--- src/core/msp_pkg.sv ---
// Purpose: Constants for the memory select, paging and protection block
// Assumes: 8-bit data bus, config register space offsets relative to its base
// Notes: Offsets are byte offsets inside the config register space
// How it works
// - One lock flag per flash and eeprom sector blocks program and erase.
// - Lock flags change only through the test or programmer port.
// - Bus reads return lock flags; bus writes to them do nothing.
// - Program or erase aimed at a locked sector is dropped silently.
// - Verify on a locked sector acts as a plain read.
// - Reset command, one or three writes, returns memory engine to idle read.
// - Flash lock status bit i is 1 when flash sector i is locked.
// - Eeprom status bits 3..0 are locks, 6..4 zero, 7 security bit.
// - 2K by 8 sram is enabled only while its select is high.
// - Eeprom select beats flash select on the same address.
// - Sram or io select beats any flash or eeprom select.
// - Strobe map chooses fetch strobe, read strobe or both for flash and eeprom; sram always takes read, fetch optional.
// - Strobe map loads its initial value at reset, rewritable anytime.
// - Strobe map 0ch gives separate code and data spaces.
// - Strobe map bits 2 and 4 set put flash in combined space.
// - Eight-bit page register, read and written on data bits 7..0, feeds decoder.
// - Page register sits at offset e0h of the config register space.
package msp_pkg;
	localparam logic [7:0] OFS_PAGE = 8'he0;
	localparam logic [7:0] OFS_STROBE_MAP = 8'hc2;
	localparam logic [7:0] OFS_FLASH_LOCK = 8'hc0;
	localparam logic [7:0] OFS_EE_LOCK = 8'hc1;
	localparam logic [7:0] PAGE_RST = 8'h00;
	localparam logic [7:0] MAP_RST = 8'h0c;
	localparam int MAP_SRAM_FETCH = 0;
	localparam int MAP_EE_FETCH = 1;
	localparam int MAP_FL_FETCH = 2;
	localparam int MAP_EE_READ = 3;
	localparam int MAP_FL_READ = 4;
	localparam int MAP_PERIPHERAL_IO_ENABLE = 7;
	localparam int EE_SECURITY_BIT = 7;
	localparam logic [7:0] CMD_RESET = 8'hf0;
	localparam logic [7:0] CMD_UNLOCK1 = 8'haa;
	localparam logic [7:0] CMD_UNLOCK2 = 8'h55;
	localparam logic [7:0] CMD_PROGRAM = 8'ha0;
	localparam logic [7:0] CMD_ERASE = 8'h80;
	localparam logic [7:0] CMD_SECTOR_ERASE = 8'h30;
	localparam real RESET_TIME_MS = 1.0;
	localparam real CLK_NS = 100.0;
	localparam int RESET_CYCLES = int'(RESET_TIME_MS * 1.0e6 / CLK_NS);
	typedef enum logic [1:0] {MSP_SEL_NONE, MSP_SEL_IO, MSP_SEL_EE, MSP_SEL_FL} msp_sel_e;
	typedef enum {MSP_IDLE, MSP_UNL1, MSP_UNL2, MSP_ERASE_UNL0, MSP_ERASE_UNL1,
		MSP_ERASE_UNL2, MSP_PROG_DATA, MSP_RECOVER} msp_state_e;
endpackage

--- src/core/msp_lock.sv ---
// Purpose: Sector lock flags, written only from the programming port
// Assumes: Programmer strobe is synchronous to clk_sys
// Notes: Nonvolatile behaviour modelled as flops with reset values
`timescale 1ns/1ps
module msp_lock #(
	parameter int FL_SECTORS = 8,
	parameter int EE_SECTORS = 4,
	parameter logic [7:0] FL_LOCK_INIT = 8'h00,
	parameter logic [3:0] EE_LOCK_INIT = 4'h0
) (
	input wire logic clk_sys,
	input wire logic nrst,
	input wire logic prog_we,
	input wire logic [FL_SECTORS-1:0] prog_fl_lock,
	input wire logic [EE_SECTORS-1:0] prog_ee_lock,
	input wire logic prog_security_set,
	output logic [FL_SECTORS-1:0] fl_lock,
	output logic [EE_SECTORS-1:0] ee_lock,
	output logic security
);
	import msp_pkg::*;
	logic [FL_SECTORS-1:0] fl_q, fl_d;
	logic [EE_SECTORS-1:0] ee_q, ee_d;
	logic sec_q, sec_d;
	always_comb
	begin
		fl_d = fl_q;
		ee_d = ee_q;
		sec_d = sec_q | prog_security_set;
		if (prog_we)
		begin
			fl_d = prog_fl_lock;
			ee_d = prog_ee_lock;
		end
	end
	always_ff @(posedge clk_sys)
	begin
		if (!nrst)
		begin
			fl_q <= FL_LOCK_INIT[FL_SECTORS-1:0];
			ee_q <= EE_LOCK_INIT[EE_SECTORS-1:0];
			sec_q <= 1'b0;
		end
		else
		begin
			fl_q <= fl_d;
			ee_q <= ee_d;
			sec_q <= sec_d;
		end
	end
	assign fl_lock = fl_q;
	assign ee_lock = ee_q;
	assign security = sec_q;
endmodule

--- src/core/msp_top.sv ---
// Purpose: Memory select priority, strobe mapping, page register, sector locks
// Assumes: Bus strobes are one-cycle pulses synchronous to clk_sys
// Notes: Selects come from an external decoder; this block ranks and gates them
`timescale 1ns/1ps
module msp_top #(
	parameter int FL_SECTORS = 8,
	parameter int EE_SECTORS = 4,
	parameter logic [7:0] MAP_INIT = msp_pkg::MAP_RST,
	parameter int RESET_WAIT = msp_pkg::RESET_CYCLES
) (
	input wire logic clk_sys,
	input wire logic nrst,
	input wire logic [15:0] addr,
	input wire logic [7:0] wdata,
	input wire logic bus_wr,
	input wire logic bus_rd,
	input wire logic program_fetch_strobe,
	input wire logic config_register_space,
	input wire logic [FL_SECTORS-1:0] flash_sector_select,
	input wire logic [EE_SECTORS-1:0] eeprom_sector_select,
	input wire logic sram_select,
	input wire logic peripheral_io_select,
	input wire logic prog_we,
	input wire logic [FL_SECTORS-1:0] prog_fl_lock,
	input wire logic [EE_SECTORS-1:0] prog_ee_lock,
	input wire logic prog_security_set,
	input wire logic [7:0] mem_rdata,
	output logic [7:0] rdata,
	output logic rdata_oe,
	output logic [7:0] page_outputs,
	output logic [FL_SECTORS-1:0] fl_enable,
	output logic [EE_SECTORS-1:0] ee_enable,
	output logic sram_enable,
	output logic io_enable,
	output logic mem_program,
	output logic mem_erase,
	output logic [FL_SECTORS+EE_SECTORS-1:0] mem_sector,
	output logic [7:0] mem_wdata,
	output logic engine_busy
);
	import msp_pkg::*;

	logic [FL_SECTORS-1:0] fl_lock;
	logic [EE_SECTORS-1:0] ee_lock;
	logic security;

	msp_lock #(
		.FL_SECTORS(FL_SECTORS),
		.EE_SECTORS(EE_SECTORS)
	) u_lock (
		.clk_sys(clk_sys),
		.nrst(nrst),
		.prog_we(prog_we),
		.prog_fl_lock(prog_fl_lock),
		.prog_ee_lock(prog_ee_lock),
		.prog_security_set(prog_security_set),
		.fl_lock(fl_lock),
		.ee_lock(ee_lock),
		.security(security)
	);

	// Register state
	logic [7:0] page_q, page_d;
	logic [7:0] map_q, map_d;
	logic [7:0] rdata_q, rdata_d;
	logic rdata_oe_q, rdata_oe_d;

	function automatic logic cfg_hit(input logic [15:0] a, input logic [7:0] ofs);
		cfg_hit = (a[7:0] == ofs);
	endfunction

	logic cfg_acc;
	assign cfg_acc = config_register_space;

	// Strobe gating and priority
	logic read_cyc;
	logic fl_ok, ee_ok, sram_ok;
	logic any_io, any_ee, any_fl;
	msp_sel_e winner;
	always_comb
	begin
		read_cyc = bus_rd | program_fetch_strobe;
		fl_ok = (bus_rd & map_q[MAP_FL_READ]) | (program_fetch_strobe & map_q[MAP_FL_FETCH]);
		ee_ok = (bus_rd & map_q[MAP_EE_READ]) | (program_fetch_strobe & map_q[MAP_EE_FETCH]);
		sram_ok = bus_rd | (program_fetch_strobe & map_q[MAP_SRAM_FETCH]);
		any_io = sram_select | config_register_space
			| (peripheral_io_select & map_q[MAP_PERIPHERAL_IO_ENABLE]);
		any_ee = |eeprom_sector_select;
		any_fl = |flash_sector_select;
		if (any_io)
			winner = MSP_SEL_IO;
		else if (any_ee)
			winner = MSP_SEL_EE;
		else if (any_fl)
			winner = MSP_SEL_FL;
		else
			winner = MSP_SEL_NONE;
	end

	logic [FL_SECTORS-1:0] fl_en_q, fl_en_d;
	logic [EE_SECTORS-1:0] ee_en_q, ee_en_d;
	logic sram_en_q, sram_en_d;
	logic io_en_q, io_en_d;
	always_comb
	begin
		fl_en_d = '0;
		ee_en_d = '0;
		sram_en_d = 1'b0;
		io_en_d = 1'b0;
		case (winner)
			MSP_SEL_IO:
			begin
				sram_en_d = sram_select & sram_ok & read_cyc;
				io_en_d = peripheral_io_select & map_q[MAP_PERIPHERAL_IO_ENABLE] & ~sram_select;
			end
			MSP_SEL_EE: ee_en_d = eeprom_sector_select & {EE_SECTORS{ee_ok | bus_wr}};
			MSP_SEL_FL: fl_en_d = flash_sector_select & {FL_SECTORS{fl_ok | bus_wr}};
			default: ;
		endcase
		if (winner == MSP_SEL_IO && sram_select && bus_wr)
			sram_en_d = 1'b1;
	end

	// Register file, locks read-only
	always_comb
	begin
		page_d = page_q;
		map_d = map_q;
		rdata_d = 8'h00;
		rdata_oe_d = 1'b0;
		if (cfg_acc && bus_wr)
		begin
			if (cfg_hit(addr, OFS_PAGE))
				page_d = wdata;
			if (cfg_hit(addr, OFS_STROBE_MAP))
				map_d = wdata;
		end
		if (cfg_acc && bus_rd)
		begin
			rdata_oe_d = 1'b1;
			if (cfg_hit(addr, OFS_PAGE))
				rdata_d = page_q;
			else if (cfg_hit(addr, OFS_STROBE_MAP))
				rdata_d = map_q;
			else if (cfg_hit(addr, OFS_FLASH_LOCK))
				rdata_d = 8'(fl_lock);
			else if (cfg_hit(addr, OFS_EE_LOCK))
			begin
				rdata_d = 8'(ee_lock);
				rdata_d[EE_SECURITY_BIT] = security;
			end
		end
		else if (read_cyc && winner != MSP_SEL_NONE && !cfg_acc)
		begin
			rdata_oe_d = (|fl_en_d) | (|ee_en_d) | sram_en_d | io_en_d;
			rdata_d = rdata_oe_d ? mem_rdata : 8'h00;
		end
	end

	// Command sequencer for program, erase and reset
	msp_state_e st_q, st_d;
	logic [$clog2(RESET_WAIT+1)-1:0] cnt_q, cnt_d;
	logic prog_q, prog_d, erase_q, erase_d;
	logic [FL_SECTORS+EE_SECTORS-1:0] sec_q, sec_d;
	logic [7:0] mwd_q, mwd_d;
	logic busy_q, busy_d;
	logic mem_wr;
	logic [FL_SECTORS+EE_SECTORS-1:0] tgt, tgt_locked;
	always_comb
	begin
		mem_wr = bus_wr & ~cfg_acc & (winner == MSP_SEL_EE || winner == MSP_SEL_FL);
		tgt = {ee_en_d, fl_en_d};
		tgt_locked = tgt & {ee_lock, fl_lock};
		st_d = st_q;
		cnt_d = cnt_q;
		prog_d = 1'b0;
		erase_d = 1'b0;
		sec_d = sec_q;
		mwd_d = mwd_q;
		if (mem_wr && wdata == CMD_RESET && st_q != MSP_RECOVER)
		begin
			st_d = MSP_RECOVER;
			cnt_d = '0;
		end
		else
		begin
			case (st_q)
				MSP_IDLE:
					if (mem_wr && wdata == CMD_UNLOCK1)
						st_d = MSP_UNL1;
				MSP_UNL1:
					if (mem_wr)
						st_d = (wdata == CMD_UNLOCK2) ? MSP_UNL2 : MSP_IDLE;
				MSP_UNL2:
					if (mem_wr)
					begin
						if (wdata == CMD_PROGRAM)
							st_d = MSP_PROG_DATA;
						else if (wdata == CMD_ERASE)
							st_d = MSP_ERASE_UNL0;
						else
							st_d = MSP_IDLE;
					end
				MSP_ERASE_UNL0:
					if (mem_wr)
						st_d = (wdata == CMD_UNLOCK1) ? MSP_ERASE_UNL1 : MSP_IDLE;
				MSP_ERASE_UNL1:
					if (mem_wr)
						st_d = (wdata == CMD_UNLOCK2) ? MSP_ERASE_UNL2 : MSP_IDLE;
				MSP_ERASE_UNL2:
					if (mem_wr)
					begin
						st_d = MSP_IDLE;
						if (wdata == CMD_SECTOR_ERASE && tgt_locked == '0)
						begin
							erase_d = 1'b1;
							sec_d = tgt;
						end
					end
				MSP_PROG_DATA:
					if (mem_wr)
					begin
						st_d = MSP_IDLE;
						if (tgt_locked == '0)
						begin
							prog_d = 1'b1;
							sec_d = tgt;
							mwd_d = wdata;
						end
					end
				MSP_RECOVER:
				begin
					cnt_d = cnt_q + 1'b1;
					if (cnt_q >= ($bits(cnt_q))'(RESET_WAIT - 1))
						st_d = MSP_IDLE;
				end
				default: st_d = MSP_IDLE;
			endcase
		end
		busy_d = (st_d == MSP_RECOVER);
	end

	always_ff @(posedge clk_sys)
	begin
		if (!nrst)
		begin
			page_q <= PAGE_RST;
			map_q <= MAP_INIT;
			rdata_q <= 8'h00;
			rdata_oe_q <= 1'b0;
			fl_en_q <= '0;
			ee_en_q <= '0;
			sram_en_q <= 1'b0;
			io_en_q <= 1'b0;
			st_q <= MSP_IDLE;
			cnt_q <= '0;
			prog_q <= 1'b0;
			erase_q <= 1'b0;
			sec_q <= '0;
			mwd_q <= 8'h00;
			busy_q <= 1'b0;
		end
		else
		begin
			page_q <= page_d;
			map_q <= map_d;
			rdata_q <= rdata_d;
			rdata_oe_q <= rdata_oe_d;
			fl_en_q <= fl_en_d;
			ee_en_q <= ee_en_d;
			sram_en_q <= sram_en_d;
			io_en_q <= io_en_d;
			st_q <= st_d;
			cnt_q <= cnt_d;
			prog_q <= prog_d;
			erase_q <= erase_d;
			sec_q <= sec_d;
			mwd_q <= mwd_d;
			busy_q <= busy_d;
		end
	end

	assign rdata = rdata_q;
	assign rdata_oe = rdata_oe_q;
	assign page_outputs = page_q;
	assign fl_enable = fl_en_q;
	assign ee_enable = ee_en_q;
	assign sram_enable = sram_en_q;
	assign io_enable = io_en_q;
	assign mem_program = prog_q;
	assign mem_erase = erase_q;
	assign mem_sector = sec_q;
	assign mem_wdata = mwd_q;
	assign engine_busy = busy_q;
endmodule

--- config.mk ---
export PLATFORM = sky130hd
export DESIGN_NAME = msp_top
export DESIGN_NICKNAME = d
export VERILOG_FILES = /design/src/core/msp_pkg.sv /design/src/core/msp_lock.sv /design/src/core/msp_top.sv
export SDC_FILE = /design/constraint.sdc
export NUM_CORES = 1
export LEC_CHECK = 0
export BUFFER_PORTS_ARGS = -buffer_cell sky130_fd_sc_hd__buf_2
export CAP_MARGIN = 20
export CORE_ASPECT_RATIO = 0.9
export CORE_MARGIN = 10
export CORE_UTILIZATION = 25
export DETAILED_ROUTE_END_ITERATION = 6
export HOLD_SLACK_MARGIN = 0.08
export PLACE_DENSITY = 0.46
export SLEW_MARGIN = 20
export SYNTH_ARGS = -nofsm -noshare
export SYNTH_HDL_FRONTEND = slang
export SYNTH_SLANG_ARGS = --single-unit
--- constraint.sdc ---
create_clock -name clk_sys -period 2.1 [get_ports clk_sys]
set_input_delay 0.105 -clock clk_sys [delete_from_list [all_inputs] [get_ports clk_sys]]
set_output_delay 0.105 -clock clk_sys [all_outputs]
set_load 0.005 [all_outputs]
# ---- Word-level counts from Yosys, hierarchy flattened
# Index checks and enable logic that the tools add are counted.
dict set report classes {
  n_eq_ne 26
  muxes 38
  n_bitwise 33
  magnitude_cmp 1
  reduce_logical 28
  add_sub_neg 1
}
# op n
set op_table {}
lappend op_table {{32-bit 2-to-1 mux} 8}
lappend op_table {{32-bit one-hot mux with 7 select lines} 1}
lappend op_table {{32-bit by 3-bit == test with 1-bit output, second input constant} 4}
lappend op_table {{32-bit by 2-bit == test with 1-bit output, second input constant} 2}
lappend op_table {{8-bit == test, second input constant} 8}
lappend op_table {{8-bit 2-to-1 mux} 8}
lappend op_table {{12-bit 2-to-1 mux} 4}
lappend op_table {{32-bit by 1-bit == test with 1-bit output, second input constant} 1}
lappend op_table {{32-bit by 4-bit == test with 1-bit output, second input constant} 1}
lappend op_table {{32-bit zero test} 1}
lappend op_table {{32-bit by 4-bit != test with 1-bit output, second input constant} 1}
lappend op_table {{12-bit one-hot mux with 2 select lines} 1}
lappend op_table {{4-bit OR reduction} 4}
lappend op_table {{8-bit OR reduction} 2}
lappend op_table {{14-bit by 1-bit adder with 14-bit output, second input constant} 1}
lappend op_table {{14-bit greater-or-equal comparator, second input constant} 1}
lappend op_table {{12-bit AND} 1}
lappend op_table {{12-bit zero test} 1}
lappend op_table {{1-bit bitwise OR} 12}
lappend op_table {{1-bit AND} 11}
lappend op_table {{1-bit logical AND} 10}
lappend op_table {{2-bit 2-to-1 mux} 5}
lappend op_table {{3-bit 2-to-1 mux} 3}
lappend op_table {{8-bit AND} 1}
lappend op_table {{other kinds (16)} 35}
dict set report totals {
  input_bits 66
  reg_bits 121
}

# ---- Longest topological paths before layout
# Gate-level depths: netlist of the first run.
dict set report logic_depth {
  depth_word 13
  mapped_depth 8
  mapped_depth_nobuf 7
}

# ---- Cells and area by module
# From an unflattened synthesis of the first run, not the netlist that was laid out.
dict set report unflattened {
  cells_unflattened 486
  area_unflattened_um2 4853.4
}
# module instances area_each_um2 cells_per_inst
set modules_own_cells {}
lappend modules_own_cells {msp_top 1 4375.4 446}
lappend modules_own_cells {msp_lock 1 478.0 40}

# ---- Least setup slack after synthesis of the first run
# No wires, ideal clock.
dict set report synth_timing {
  path_type {register to register}
  start {register st_q[17]}
  end {register mwd_q[0], in the netlist mem_wdata[0]}
  path_buffers 0
  stages_incl_launch_ff 7
  path_slack_ps -130
  t_arrival_ps 2158
  setup_ps 72
  cell_sequence {dfxtp_1 > or4_4 > nor4_4 > nand4_2 > or4b_4 > nor2_8 > mux2i_1}
}
dict set report synth_between {
  elab_chain_cells 4
  elab_cells_between_ends 5
  classes_between {2 x eq/ne; 1 x bitwise; 2 x reduce/logical}
}
# element line_no
set synth_rtl {}
lappend synth_rtl {{from (decl)} msp_top.sv:161} ;# msp_state_e st_q, st_d;
lappend synth_rtl {{from (signal assigned)} msp_top.sv:273} ;# st_q <= st_d;
lappend synth_rtl {{32-bit by 4-bit != test with 1-bit output} msp_top.sv:180} ;# if (mem_wr && wdata == CMD_RESET && st_q != MSP_RECOVER)
lappend synth_rtl {{1-bit logical AND} msp_top.sv:180}
lappend synth_rtl {{1-bit NOT (no source line)} n/a}
lappend synth_rtl {{4-bit AND reduction (no source line) *} n/a}
lappend synth_rtl {{to (signal assigned)} msp_top.sv:278} ;# mwd_q <= mwd_d;
lappend synth_rtl {{to (decl)} msp_top.sv:165} ;# logic [7:0] mwd_q, mwd_d;
# Every way passes the cells marked *; elsewhere a longest branch is shown, timed or not.
# A chain may end at the register's enable or synchronous reset.

# ---- Worst setup path in the final report of the first run
dict set report layout_timing {
  start {register st_q[17]}
  end {register mwd_q[1], in the netlist mem_wdata[1]}
}
# The elaborated chain is that of the path after synthesis.

==> run metrics, run 1 <==
non-filler cells in the finished layout 971; Mapped Cells 494; fin crit share 109%; Root Buffer clkbuf_16; drt first pass iters 5; All-Layer GR Usage 11.9%; CTS sink count 121; clk_lat worst skew 410 ps; register area share after synthesis 50.4%; mean number of vias per cell 4.51; WL/cell 15.7 um; delay-heaviest family, CP simple AND/OR/NAND/NOR gates; first-pass GRT wire length 24100 um; I/O Buffers 111; Remaining DRCs 0; layout cells sized above 1 28.4%; register clock-pin slew on the reported worst setup and hold paths 60 ps; status finished, violations left; Max Cap Violations 0; Slew @ Worst Pin 589 ps; largest net degree at the start of global routing 33; most common cell after layout, fill and taps aside dfxtp_1; WP data required 2430 ps; Starting Density 25.3%; number of diodes 0; worst-path cell chain or4_4 > nor4_4 > nand4_2 > or4b_4 > nor2_8 > mux2i_1; CP arrival 2620 ps; Slew Limit Headroom 60.4%; pre-CTS setup slack -179 ps; CP max stage cell or4b_4; RSZ-0062 raised after global routing yes; total grt overflow 0; Post-synth EDFFs 0; Power Density 845 mW/mm2; htree depth 4; IO Count 120; Post-synth ARST share 0%; drt first-iter violations 311; placed instance count 896; Syn Std Cell Area 0.00481 mm2; clock buffer depth 2; Clock Skews 7.98 ps; Die Footprint 0.0252 mm2; Die Width 166 um; Routed WL 15300 um; Worst Setup Slack, final -184 ps; Hold Crit Class in -> reg; initial antenna violation count 0; Final ANT Viol Nets 0; fill cell count 1904; TritonCTS clock tree yes; Final min period 2280 ps; FF+latch count, synth 121; Worst Path Buf+Inv 0; final std cell area, no fill 0.00710 mm2; maximum fanout along the worst path 8; Top FF cell, synth dfxtp_1; Leak 3.38 nW; chip height 152 um; Inserted Clock Buffers 17; final setup fails 10; placed cell area 0.00590 mm2; violated checks negative setup slack; Rows 48; Max Clk Rate 438 MHz; hpwl dp 11300 um; commonest non-fill, non-tap cells in the layout 121 x dfxtp_1, 111 x buf_2, 65 x nor2_1; area delta synth->final 47.6%; NumNets Final 775; vias 4376; routability congestion estimate from global placement 0.861; critical path endpoint category flip-flop; worst vdd ir 0.447 mV; vias in the first global route 4483; Hold Fails Final Rpt 0; YS warnings 0; Setup Crit Path Kind reg -> reg; max incr delay on CP 610 ps; core footprint 0.0190 mm2; post-synth cell types 65; Slew Limit Fails 0; Worst Setup Start Kind flip-flop; fin util 37.3%; Mean Syn Cell Area 9.74 um2
-- worst register-to-register path, delay by kind of cell (launching register included) --
| family | cells | cell delay, ps |
|---|---|---|
| multiplexers | 1 | 220 |
| flip-flops | 1 | 290 |
| AND/OR/NAND/NOR | 5 | 1710 |
-- metrics by stage --
stage | hold WS, ps | setup TNS (ps) | total power [mW]
finish | 111 | -1480 | 6.00
global route | 127 | -3160 | 6.22
CTS | 103 | -1660 | 6.07
detailed placement | 320 | -1570 | 2.71
global placement | 318 | -1250 | 2.71
floorplan | 183 | -832 | 2.56
-- power breakdown --
part | switching (mW) | leakage (nW) | internal [mW] | total, mW
registers | 0.0284 | 0.990 | 2.35 | 2.38
clock network | 1.04 | 0.315 | 2.23 | 3.28
logic | 0.178 | 2.07 | 0.170 | 0.348
-- cell type report --
cell class	instances	area [um2]	share of cell area (%)
tap	250	313	4.40
clock inverter	10	189	2.66
clock buffer	22	484	6.82
inverter	17	63.8	0.899
timing repair buffer	189	1270	17.9
multi-input combinational	362	2360	33.2
sequential	121	2420	34.1
-- what timing repair did --
item | CTS | global route
hold endpoints to repair | 56 | 0
gates cloned | 0 | 1
pin swaps | 3 | 8
setup endpoints to repair | 13 | 40
setup buffers | 1 | 2
resized for setup | 11 | 13
hold buffers | 41 | 0
-- logic make-up after synthesis --
logic type / count (synthesis) / share of synthesized area, %
other cells: 1 / 0.0779
xor+xnor: 13 / 2.37
simple gates: 213 / 22.8
flops: 121 / 50.4
compound gates: 52 / 8.32
fa+ha+maj: 1 / 0.260
buf+inv: 39 / 4.58
mux: 54 / 11.3
-- synthesized netlist by cell type (7+ instances only) --
master / number / area [um2]
nor4_1: 10 / 62.6
nor2_1: 66 / 248
nand2_1: 58 / 218
inv_1: 16 / 60.1
a221oi_1: 7 / 61.3
clkbuf_1: 8 / 30.0
nand4_1: 9 / 56.3
xor2_1: 7 / 61.3
and3_1: 9 / 56.3
nand3_1: 14 / 70.1
o21ai_0: 7 / 35.0
nor3_1: 11 / 55.1
mux2i_1: 52 / 521
dfxtp_1: 121 / 2420
-- metal layers --
layer	up-vias	track usage, %	wire (um)
li1	2159	-	-
met1	2073	14.4	7020
met2	127	20.1	7240
met3	17	3.46	804
met4	0	4.12	186
met5	-	0	0
-- registers in the layout, indices dropped and copies added (netlist names), 8 cells and up --
name	cells
cnt_q	14
fl_enable	8
map_q	8
mem_sector	12
mem_wdata	8
page_outputs	8
rdata	8
st_q	32
u_lock.fl_lock	8
-- worst paths after layout --
kind	slack, ps	cells past startpoint	to	startpoint
max	-180	6	mem_wdata[1]	st_q[17]
min	110	4	page_outputs[6]	wdata[6]
max reg2reg	-180	6	mem_wdata[1]	st_q[17]
min reg2reg	450	2	mem_wdata[0]	mem_wdata[0]
No activity file was read; power rests on OpenSTA's default activity.
==> run 2, diff against run 1 <==
- CORE_UTILIZATION: 25 -> 48
- PLACE_DENSITY: 0.46 -> 0.77
==> run metrics, run 2 (synthesized netlist as in run 1, its figures left out) <==
status finished, violations left; max reg flops 32; area delta synth->final 47.1%; RSZ-0062 raised after global routing yes; CP max stage cell or4b_4; violated checks negative setup slack; CTS sink count 121; Worst Setup Slack, final -179 ps; placed instance count 770; final hold slack 215 ps; fin util 72.6%; final std cell area, no fill 0.00708 mm2; Final min period 2280 ps; clock buffer depth 2; placed cell area 0.00572 mm2; Hold Fails Final Rpt 0; largest net degree at the start of global routing 38; Slew Limit Fails 0; fin crit share 109%; non-filler cells in the finished layout 877; Hold Crit Class in -> reg; max incr delay on CP 610 ps; reg2reg setup slack -180 ps; Remaining DRCs 0; first-pass GRT wire length 25800 um; maximum fanout along the worst path 8; Routed WL 16400 um; Final Power 5.38 mW; layout cells sized above 1 26.8%; Die Footprint 0.0144 mm2; final setup fails 11; routability congestion estimate from global placement 0.992; Inserted Clock Buffers 17; WP data required 2540 ps; Clock Skews 9.59 ps; worst-path cell chain or4_4 > nor4_4 > nand4_2 > or4b_4 > nor2_8 > mux2i_1; Leak 3.41 nW; critical path endpoint category flip-flop; Slew Limit Headroom 56.8%; Setup Crit Path Kind reg -> reg; worst vdd ir 0.756 mV; most common cell after layout, fill and taps aside dfxtp_1; chip height 115 um; IO Count 120; Max Clk Rate 439 MHz; total grt overflow 0; Worst Setup Start Kind flip-flop; Max Cap Violations 0; vias in the first global route 4964; WL/cell 18.7 um; TritonCTS clock tree yes; mean number of vias per cell 5.50; clk_lat worst skew 520 ps; All-Layer GR Usage 22.2%; hpwl dp 10700 um; commonest non-fill, non-tap cells in the layout 121 x dfxtp_1, 111 x buf_2, 72 x dlygate4sd3_1; drt first pass iters 5; initial antenna violation count 0; Slew @ Worst Pin 644 ps; register clock-pin slew on the reported worst setup and hold paths 50 ps; fill cell count 668; I/O Buffers 111; CP arrival 2720 ps; Root Buffer clkbuf_8; drt first-iter violations 573; Power Density 761 mW/mm2; vias 4821; Starting Density 49.4%; Die Width 126 um; delay-heaviest family, CP simple AND/OR/NAND/NOR gates; core footprint 0.00974 mm2; Rows 34; htree depth 4; most flop-heavy register st_q; Final ANT Viol Nets 0; Worst Path Buf+Inv 0; NumNets Final 804
## run 2: cell types whose count changed in the layout (fill, tap and decap cells not counted), sizes merged
cell,change
bufinv,-4
diode,+2
dlygate4sd3,+31
buf,-2
clkinvlp,-2
clkinv,+5
## run 2: area by class of cell
class / instances / area [um2] / share of cell area (%)
well taps: 126 / 158 / 2.23
inverters: 17 / 63.8 / 0.902
diodes: 2 / 5.00 / 0.0707
repair buffers: 218 / 1550 / 22.0
flip-flops and latches: 121 / 2420 / 34.2
clock inverters: 9 / 75.1 / 1.06
multi-input cells: 362 / 2340 / 33.1
clock buffers: 22 / 453 / 6.40
## run 2: layer usage
metal	track usage (%)	up-vias	share of wire (%)
met2	38.2	285	49
li1	-	2217	-
met1	24.7	2252	38
met4	11.0	0	3.9
met5	0	-	0
met3	6.72	67	8.5
## run 2: worst paths after layout
kind                               startpoint            end  cells after the start
worst max register to register       st_q[17]   mem_wdata[5]                      6
worst min-delay path                  addr[5]       rdata[7]                      4
worst max-delay path                 st_q[17]   mem_wdata[5]                      6
worst min register to register  mem_sector[9]  mem_sector[9]                      2
## run 2: where the power goes
group	switching [mW]	internal [mW]	total [mW]
Clock	0.978	1.61	2.59
Combinational	0.202	0.215	0.417
Sequential	0.0302	2.35	2.38
## run 2: what timing repair did
action                                  CTS  global route
buffers inserted                          0             2
endpoints found under the hold margin    73             0
endpoints found under the setup margin   12            41
resized for setup                         1            18
pin swaps                                 1             1
hold buffers                             72             0
## run 2: worst reg2reg max path, stage by stage, from the launching register on
cell and delay, ps:
dfxtp_1 300, or4_4 540, nor4_4 180, nand4_2 160, or4b_4 620, nor2_8 200
mux2i_1 220
## run 2: through the flow
stage | worst slack (ps) | setup TNS (ps)
2_1_floorplan | -104 | -832
3_3_place_gp | -95.9 | -854
3_5_place_dp | -184 | -1550
4_1_cts | -196 | -1570
5_1_grt | -293 | -2900
6_report | -179 | -1640
